## src/verilog/mbd_consts.svh

```systemverilog
// Offsets, field positions, reset values and timing counts of the bias detect block.
// Assumes the includer compiles it once per unit; the guard stops double definition.
`ifndef MBD_CONSTS_SVH
`define MBD_CONSTS_SVH

// ==========================================================================
// Register indices (byte address is four times the index)
// ==========================================================================
`define MBD_IDX_BIAS_CTRL     12'h006
`define MBD_IDX_CLK_RATES2    12'h016
`define MBD_IDX_SEQ_DET_CLK   12'h06c
`define MBD_IDX_POLARITY      12'h080
`define MBD_IDX_IRQ_STATUS    12'h081
`define MBD_IDX_IRQ_MASK      12'h082
`define MBD_IDX_DET_STATE     12'h083

// ==========================================================================
// Field positions and reset values
// ==========================================================================
`define MBD_BIAS_EN_BIT       0
`define MBD_DET_EN_BIT        1
`define MBD_BTN_THR_LSB       2
`define MBD_INS_THR_LSB       4
`define MBD_SYS_CLK_BIT       2
`define MBD_DET_CLK_BIT       8
`define MBD_REG_RESET         16'h0000
`define MBD_ERR_DATA          16'h0000

// Threshold codes: 0.063, 0.26, 0.45, 0.635 mA insert; 0.52, 0.77, 1.2, 1.43 mA button.
`define MBD_THR_LOWEST        2'h0
`define MBD_THR_HIGHEST       2'h3

// ==========================================================================
// Timing
// ==========================================================================
`define MBD_CLK_PERIOD_NS     25
`define MBD_MEAS_PERIOD_NS    1000
`define MBD_MEAS_CYCLES       ((`MBD_MEAS_PERIOD_NS + `MBD_CLK_PERIOD_NS - 1) / `MBD_CLK_PERIOD_NS)
`define MBD_INS_RUN           4'h4
`define MBD_BTN_RUN           4'ha

`endif

```

## src/verilog/mbd_pkg.sv

```systemverilog
// Types shared by the bias current detect block.
// Assumes nothing beyond a SystemVerilog compiler.
package mbd_pkg;

   // ==========================================================================
   // Types
   // ==========================================================================
   typedef logic [15:0] mbd_word_t;
   typedef logic [11:0] mbd_addr_t;
   typedef logic [3:0]  mbd_count_t;
   typedef enum {MBD_DET_INSERT, MBD_DET_BUTTON} mbd_det_t;

endpackage

```

## src/verilog/mbd_top.sv

```systemverilog
// Bias current accessory and hook switch detection with an APB register slave.
// Assumes APB master on pclk, comparator levels already synchronous to pclk.
//
// The APB register port was chosen for this implementation.
`include "mbd_consts.svh"

module mbd_top
   import mbd_pkg::*;
#(
   parameter int unsigned MEAS_CYCLES = `MBD_MEAS_CYCLES,
   parameter mbd_count_t  INS_RUN     = `MBD_INS_RUN,
   parameter mbd_count_t  BTN_RUN     = `MBD_BTN_RUN
)
(
   input  wire logic        pclk,
   input  wire logic        presetn,
   input  wire logic        psel,
   input  wire logic        penable,
   input  wire logic        pwrite,
   input  wire logic [11:0] paddr,
   input  wire logic [31:0] pwdata,
   output logic      [31:0] prdata,
   output logic             pready,
   output logic             pslverr,
   input  wire logic        mclk_present,
   input  wire logic        insert_above_on,
   input  wire logic        insert_above_off,
   input  wire logic        button_above_on,
   input  wire logic        button_above_off,
   output logic             bias_out_enable,
   output logic             current_detect_enable,
   output logic      [1:0]  insert_threshold_sel,
   output logic      [1:0]  button_threshold_sel,
   output logic             gpio_insert_state,
   output logic             gpio_button_state,
   output logic             irq
);

   // ==========================================================================
   // Register storage and bus decode
   // ==========================================================================
   mbd_word_t  mic_bias_control;
   mbd_word_t  clock_rates_two;
   mbd_word_t  sequence_and_detect_clock_control;
   logic [1:0] polarity;
   logic [1:0] irq_status;
   logic [1:0] irq_mask;
   mbd_word_t  rd_data;
   logic       rd_err;
   logic       setup;
   logic       access;
   logic       wr;
   logic [1:0] clr;
   logic [1:0] set_flag;
   logic       clk_ok;
   logic [1:0] det_state;

   function automatic logic hit(input mbd_addr_t a, input mbd_addr_t idx);
      return a == {idx[9:0], 2'b00};
   endfunction

   assign setup  = psel & ~penable;
   assign access = psel & penable & pready;
   assign wr     = access & pwrite;

   always_comb
   begin
      rd_err  = 1'b0;
      rd_data = `MBD_ERR_DATA;
      if (hit(paddr, `MBD_IDX_BIAS_CTRL))
         rd_data = mic_bias_control;
      else if (hit(paddr, `MBD_IDX_CLK_RATES2))
         rd_data = clock_rates_two;
      else if (hit(paddr, `MBD_IDX_SEQ_DET_CLK))
         rd_data = sequence_and_detect_clock_control;
      else if (hit(paddr, `MBD_IDX_POLARITY))
         rd_data = {14'h0, polarity};
      else if (hit(paddr, `MBD_IDX_IRQ_STATUS))
         rd_data = {14'h0, irq_status};
      else if (hit(paddr, `MBD_IDX_IRQ_MASK))
         rd_data = {14'h0, irq_mask};
      else if (hit(paddr, `MBD_IDX_DET_STATE))
         rd_data = {13'h0, clk_ok, det_state};
      else
         rd_err = 1'b1;
   end

   // The answer is registered in the setup cycle, so every access has exactly one wait-free
   // access phase and the bus outputs come straight from flip-flops.
   always_ff @(posedge pclk or negedge presetn)
   begin
      if (!presetn)
      begin
         pready  <= 1'b0;
         pslverr <= 1'b0;
         prdata  <= 32'h0;
      end
      else
      begin
         pready  <= setup;
         pslverr <= setup & rd_err;
         if (setup)
            prdata <= {16'h0, rd_data};
      end
   end

   always_ff @(posedge pclk or negedge presetn)
   begin
      if (!presetn)
      begin
         mic_bias_control                  <= `MBD_REG_RESET;
         clock_rates_two                   <= `MBD_REG_RESET;
         sequence_and_detect_clock_control <= `MBD_REG_RESET;
         polarity                          <= 2'h0;
         irq_mask                          <= 2'h0;
      end
      else if (wr)
      begin
         if (hit(paddr, `MBD_IDX_BIAS_CTRL))
            mic_bias_control <= {10'h0, pwdata[5:0]};
         if (hit(paddr, `MBD_IDX_CLK_RATES2))
            clock_rates_two <= pwdata[15:0];
         if (hit(paddr, `MBD_IDX_SEQ_DET_CLK))
            sequence_and_detect_clock_control <= pwdata[15:0];
         if (hit(paddr, `MBD_IDX_POLARITY))
            polarity <= pwdata[1:0];
         if (hit(paddr, `MBD_IDX_IRQ_MASK))
            irq_mask <= pwdata[1:0];
      end
   end

   // ==========================================================================
   // Analogue control outputs
   // ==========================================================================
   always_ff @(posedge pclk or negedge presetn)
   begin
      if (!presetn)
      begin
         bias_out_enable       <= 1'b0;
         current_detect_enable <= 1'b0;
         insert_threshold_sel  <= `MBD_THR_LOWEST;
         button_threshold_sel  <= `MBD_THR_LOWEST;
      end
      else
      begin
         bias_out_enable       <= mic_bias_control[`MBD_BIAS_EN_BIT];
         current_detect_enable <= mic_bias_control[`MBD_DET_EN_BIT];
         insert_threshold_sel  <= mic_bias_control[`MBD_INS_THR_LSB +: 2];
         button_threshold_sel  <= mic_bias_control[`MBD_BTN_THR_LSB +: 2];
      end
   end

   // ==========================================================================
   // Measurement tick and clock qualification
   // ==========================================================================
   logic [15:0] div_cnt;
   logic        meas_tick;

   assign clk_ok = mclk_present & clock_rates_two[`MBD_SYS_CLK_BIT]
                 & sequence_and_detect_clock_control[`MBD_DET_CLK_BIT];

   always_ff @(posedge pclk or negedge presetn)
   begin
      if (!presetn)
      begin
         div_cnt   <= 16'h0;
         meas_tick <= 1'b0;
      end
      else
      begin
         meas_tick <= (div_cnt == 16'(MEAS_CYCLES - 1));
         if (div_cnt == 16'(MEAS_CYCLES - 1))
            div_cnt <= 16'h0;
         else
            div_cnt <= div_cnt + 16'h1;
      end
   end

   // ==========================================================================
   // Detectors: index 0 is insertion, index 1 is the button
   // ==========================================================================
   logic [1:0] above_on;
   logic [1:0] above_off;
   logic [1:0] hyst;
   logic [1:0] seen_up;
   logic [1:0] seen_dn;
   logic [1:0] ev_up;
   logic [1:0] ev_dn;
   mbd_count_t cnt [2];
   mbd_count_t run_len [2];

   assign above_on  = {button_above_on, insert_above_on};
   assign above_off = {button_above_off, insert_above_off};
   assign run_len[MBD_DET_INSERT] = INS_RUN;
   assign run_len[MBD_DET_BUTTON] = BTN_RUN;

   // The upper comparator sets the level, only the lower one clears it, so a current
   // hovering between the two levels cannot chatter the detector.
   always_ff @(posedge pclk or negedge presetn)
   begin
      if (!presetn)
         hyst <= 2'h0;
      else if (mic_bias_control[`MBD_DET_EN_BIT])
      begin
         for (int i = 0; i < 2; i++)
         begin
            if (above_on[i])
               hyst[i] <= 1'b1;
            else if (!above_off[i])
               hyst[i] <= 1'b0;
         end
      end
   end

   // While clocking is unmet the filter is frozen, but one rise and one fall of level are each remembered,
   // so a short insertion or press with the clock stopped still yields its events later.
   always_ff @(posedge pclk or negedge presetn)
   begin
      if (!presetn)
      begin
         det_state <= 2'h0;
         seen_up   <= 2'h0;
         seen_dn   <= 2'h0;
         ev_up     <= 2'h0;
         ev_dn     <= 2'h0;
         cnt[0]    <= 4'h0;
         cnt[1]    <= 4'h0;
      end
      else
      begin
         ev_up <= 2'h0;
         ev_dn <= 2'h0;
         for (int i = 0; i < 2; i++)
         begin
            if (!clk_ok)
            begin
               if ((hyst[i] & ~det_state[i]) | (seen_dn[i] & hyst[i]))
                  seen_up[i] <= 1'b1;
               if ((~hyst[i] & det_state[i]) | (seen_up[i] & ~hyst[i]))
                  seen_dn[i] <= 1'b1;
            end
            else if (meas_tick)
            begin
               if (seen_up[i] | seen_dn[i])
               begin
                  ev_up[i]     <= seen_up[i];
                  ev_dn[i]     <= seen_dn[i];
                  det_state[i] <= hyst[i];
                  seen_up[i]   <= 1'b0;
                  seen_dn[i]   <= 1'b0;
                  cnt[i]       <= 4'h0;
               end
               else if (hyst[i] != det_state[i])
               begin
                  if (cnt[i] + 4'h1 == run_len[i])
                  begin
                     det_state[i] <= hyst[i];
                     ev_up[i]     <= hyst[i];
                     ev_dn[i]     <= ~hyst[i];
                     cnt[i]       <= 4'h0;
                  end
                  else
                     cnt[i] <= cnt[i] + 4'h1;
               end
               else
                  cnt[i] <= 4'h0;
            end
         end
      end
   end

   // ==========================================================================
   // Event flags, mask and pin outputs
   // ==========================================================================
   always_comb
   begin
      clr = 2'h0;
      if (wr && hit(paddr, `MBD_IDX_IRQ_STATUS))
         clr = pwdata[1:0];
      for (int i = 0; i < 2; i++)
         set_flag[i] = polarity[i] ? ev_dn[i] : ev_up[i];
   end

   always_ff @(posedge pclk or negedge presetn)
   begin
      if (!presetn)
      begin
         irq_status        <= 2'h0;
         irq               <= 1'b0;
         gpio_insert_state <= 1'b0;
         gpio_button_state <= 1'b0;
      end
      else
      begin
         // A set arriving with its clear wins, so no event is dropped.
         irq_status        <= (irq_status & ~clr) | set_flag;
         irq               <= |(irq_status & irq_mask);
         gpio_insert_state <= det_state[MBD_DET_INSERT];
         gpio_button_state <= det_state[MBD_DET_BUTTON];
      end
   end

   logic wr_ctrl;
   assign wr_ctrl = wr & hit(paddr, `MBD_IDX_BIAS_CTRL);
endmodule

```

## config.mk

```make
export PLATFORM = sky130hd
export DESIGN_NAME = mbd_top
export DESIGN_NICKNAME = d
export VERILOG_FILES = /design/src/verilog/mbd_pkg.sv /design/src/verilog/mbd_top.sv
export VERILOG_INCLUDE_DIRS = /design/src /design/src/verilog
export SDC_FILE = /design/constraint.sdc
export NUM_CORES = 1
export LEC_CHECK = 0
export BUFFER_PORTS_ARGS = -buffer_cell sky130_fd_sc_hd__buf_2
export CAP_MARGIN = 20
export CORE_UTILIZATION = 45
export CTS_BUF_LIST = sky130_fd_sc_hd__clkbuf_8
export CTS_CLUSTER_SIZE = 28
export DETAILED_ROUTE_END_ITERATION = 10
export GPL_TIMING_DRIVEN = 0
export PLACE_DENSITY_LB_ADDON = 0.12
export SLEW_MARGIN = 0
export SYNTH_ARGS = -nofsm -noshare
export SYNTH_HDL_FRONTEND = slang
export SYNTH_SLANG_ARGS = --single-unit
export TNS_END_PERCENT = 1
```

## constraint.sdc

```tcl
create_clock -name pclk -period 3 [get_ports pclk]
set_input_delay 0.15 -clock pclk [delete_from_list [all_inputs] [get_ports pclk]]
set_output_delay 0.15 -clock pclk [all_outputs]
set_load 0.03 [all_outputs]
```

==> results.yml <==
routing:
  drtAntennaViolNets: 0
  viasPerCell: 5.154
  wl_met3_um: 473
  drt-initial-drc-count: 177
  first_pass_iters: 4
  routedWlPerCell_um: 14.76
  via_count: 3412
  top_layer_used: "met4"
  wl_um: 9771
  wl_met2_um: 4586
  drc_errors: 0
  drt-met1-wl_um: 4614
clock_tree:
  post-cts-setup-buffer-count: 0
  root_buffer: "clkbuf_8"
  clock_latency_ns: 0.38
  cts_made_buffers: 9
  clk_pin_slew_worst_paths_ns: 0.10
  cts_tree: "yes"
  cts_buffer_depth: 2
  clock-sinks: 108
  h-tree-depth: 3
floorplanning:
  die_x_um: 106.2
  die_area_um2: 11270
  initial_core_util_pct: 46.87
  pin_count: 97
  core-area_um2: 10420
  die_height_um: 106.2
  row_count: 37
synthesis:
  synth_area_leaders: "dfrtp_1 (55%), mux2_2 (7.4%), mux2_4 (3.1%), nand2_1 (3.0%), o21ai_0 (2.7%)"
  synth.distinct_cells: 46
  synth_edf_count: 0
  ys_seq_area_share_pct: 55.36
  synthesis.area_um2: 4882
  synth-main-ff-cell: "dfrtp_1"
  yosys.area.top_type: "dfrtp_1"
  async_flop_share_pct: 100.0
  synth_top_area_share_pct: 55.36
  synthCells: 422
  avgSynthCellArea_um2: 11.57
  ys_seq_elements: 108
  ys.warnings.count: 0
worst_setup_path:
  critPathLaunchType: "flop"
  required_ns: 3.27
  critical-path-max-stage-delay_ns: 0.88
  cpMaxStageDelayCell: "nor4_2"
  cp_top_family: "simple AND/OR/NAND/NOR gates"
  path_class: "flop to flop"
  crit_buf_inv: 1
  end_kind: "flop"
  path_cells: "nand4_1 > nor4_2 > buf_2 > mux2_2"
  critical_path.max_fanout: 10
  crit_arrival_ns: 2.69
cells_and_area:
  syn2layout_area_growth_pct: 18.61
  final_common_cell: "dfrtp_1"
  final_cells: 662
  mostFrequentLayoutCells: "dfrtp_1 (108), buf_2 (64), nand2_1 (39)"
  drive_above_1_share_pct: 28.38
  nets: 583
timing:
  fin_crit_sh_pct: 80.81
  fin_tns_setup_ns: 0
  final-setup-viol-count: 0
  worst_pin_slew_ns: 1.104
  slew_headroom_pct: 25.81
  hold_viol_final: 0
  fmax_mhz: 412.5
  clock_skew_ns: 0.01328
  grt_setup_unrepaired: "false"
  hold_ws_ns: 0.01971
  setup_ws_ns: 0.5756
  min_period_ns: 2.424
  slew_viol_final: 0
global_route:
  grt_max_degree: 60
  grt-ovfl-total: 0
  antenna_found_initial: 1
  grt_pass1_wl_um: 16380
  grt_pass1_vias: 3297
  grt.total_usage_pct: 18.72
power:
  switchingPower_uw: 604.2
  vdd_ir_drop_max_v: 0.0003103
  power.density_nw_per_um2: 465.8
  p_leak_nw: 2.832
  internal_power_mw: 2.093
  power.share.switching_pct: 22.40
  finalPower_mw: 2.697
  p_seq_share_pct: 54.2
  pwr-share-clk_pct: 39.7
  p_comb_share_pct: 6.0
outcome:
  outcome: "completed"
place:
  hpwl_um: 6800
  placed_cells: 636
  io_buffers: 62
  gp_congestion: 0.7917
  pre_cts_slack_ns: 0.2996
hold_path:
  hp-class: "input port to flop"
job:
  maxCapViolCount: 0
worst reg2reg max path, cell delays in order (launching register included):
cell and delay (ns):
dfrtp_1 0.35, nand4_1 0.30, nor4_2 0.88, buf_2 0.42, mux2_2 0.37
Yosys cell counts, types with 2 or more instances:
cell and instances:
dfrtp_1 108, nand2_1 39, mux2_2 32, nor2_1 28, o21ai_0 26, buf_4 16
a21oi_1 12, nand3_1 12, a22oi_1 10, mux2_4 10, ha_1 9, inv_1 9
clkbuf_1 8, mux2i_1 8, nand4_1 8, nor3_1 8, xnor2_1 8, xor2_1 8
nor2b_1 7, nor4_1 7, o22ai_1 4, and3_1 3, buf_2 3, nand2b_1 3
o31ai_1 3, or3_1 3, a211oi_1 2, a221o_1 2, a22o_1 2, a31oi_1 2
buf_6 2, nor3_2 2, nor4_2 2, o211ai_1 2, or4_1 2, or4b_1 2
layer usage:
metal,GRT usage [%],vias up
met2,30.01,83
li1,-,1670
met3,5.212,6
met5,0,-
met1,24.67,1653
met4,5.754,0
worst paths after layout:
path / start / to / slack (ns) / cells past startpoint
max: pready / sequence_and_detect_clock_control[9] / 0.58 / 4
min: pwdata[7] / clock_rates_two[7] / 0.02 / 2
max reg2reg: pready / sequence_and_detect_clock_control[9] / 0.58 / 4
min reg2reg: mic_bias_control[5] / insert_threshold_sel[1] / 0.40 / 0
max in group asynchronous: presetn / div_cnt[14] / 1.91 / 3
min in group asynchronous: presetn / mic_bias_control[3] / 0.38 / 2
registers in the layout (all words and copies together), names as in the netlist, 2 cells and up:
name                               flops
seen_dn                                2
insert_threshold_sel                   2
irq_mask                               2
seen_up                                2
cnt                                    8
ev_up                                  2
sequence_and_detect_clock_control     16
mic_bias_control                       6
clock_rates_two                       16
prdata                                16
det_state                              2
irq_status                             2
hyst                                   2
polarity                               2
div_cnt                               16
button_threshold_sel                   2
ev_dn                                  2
power groups by stage:
stage	Sequential [mW]	Combinational, mW	Clock [mW]
5_1_grt	1.46	0.180	1.15
6_report	1.46	0.163	1.07
2_1_floorplan	1.50	0.0678	0
3_5_place_dp	1.49	0.155	0
4_1_cts	1.46	0.161	1.10
3_3_place_gp	1.49	0.149	0
through the flow:
stage	util (%)	area, µm²
after floorplan	-	4938
after global placement	52.02	5419
after detailed placement	52.31	5449
after CTS	55.18	5748
after global routing	55.59	5791
final	55.59	5791
logic make-up after synthesis:
| group | Yosys count | synth area share [%] |
|---|---|---|
| AND/OR/NAND/NOR | 130 | 13.48 |
| flip-flops | 108 | 55.36 |
| AO/OA/AOI/OAI | 68 | 8.508 |
| multiplexers | 51 | 12.56 |
| buffers and inverters | 39 | 4.844 |
| XOR/XNOR | 16 | 2.870 |
| adder cells (fa/ha/maj) | 9 | 2.307 |
| other | 1 | 0.07681 |
what timing repair did:
action	in CTS	in global routing
endpoints found under the setup margin	0	0
hold endpoints to repair	62	5
resized for setup	0	0
hold buffers	5	4
area by class of cell:
cell class / count / area, µm²
well taps: 136 / 170.2
inverters: 9 / 33.78
diodes: 1 / 2.502
clock inverters: 6 / 111.4
clock buffers: 10 / 137.6
flip-flops and latches: 108 / 2703
fillers: 896 / 4626
plain buffers: 30 / 202.7
multi-input cells: 290 / 1999
repair buffers: 72 / 430.4
(Power assumes the default switching activity.)
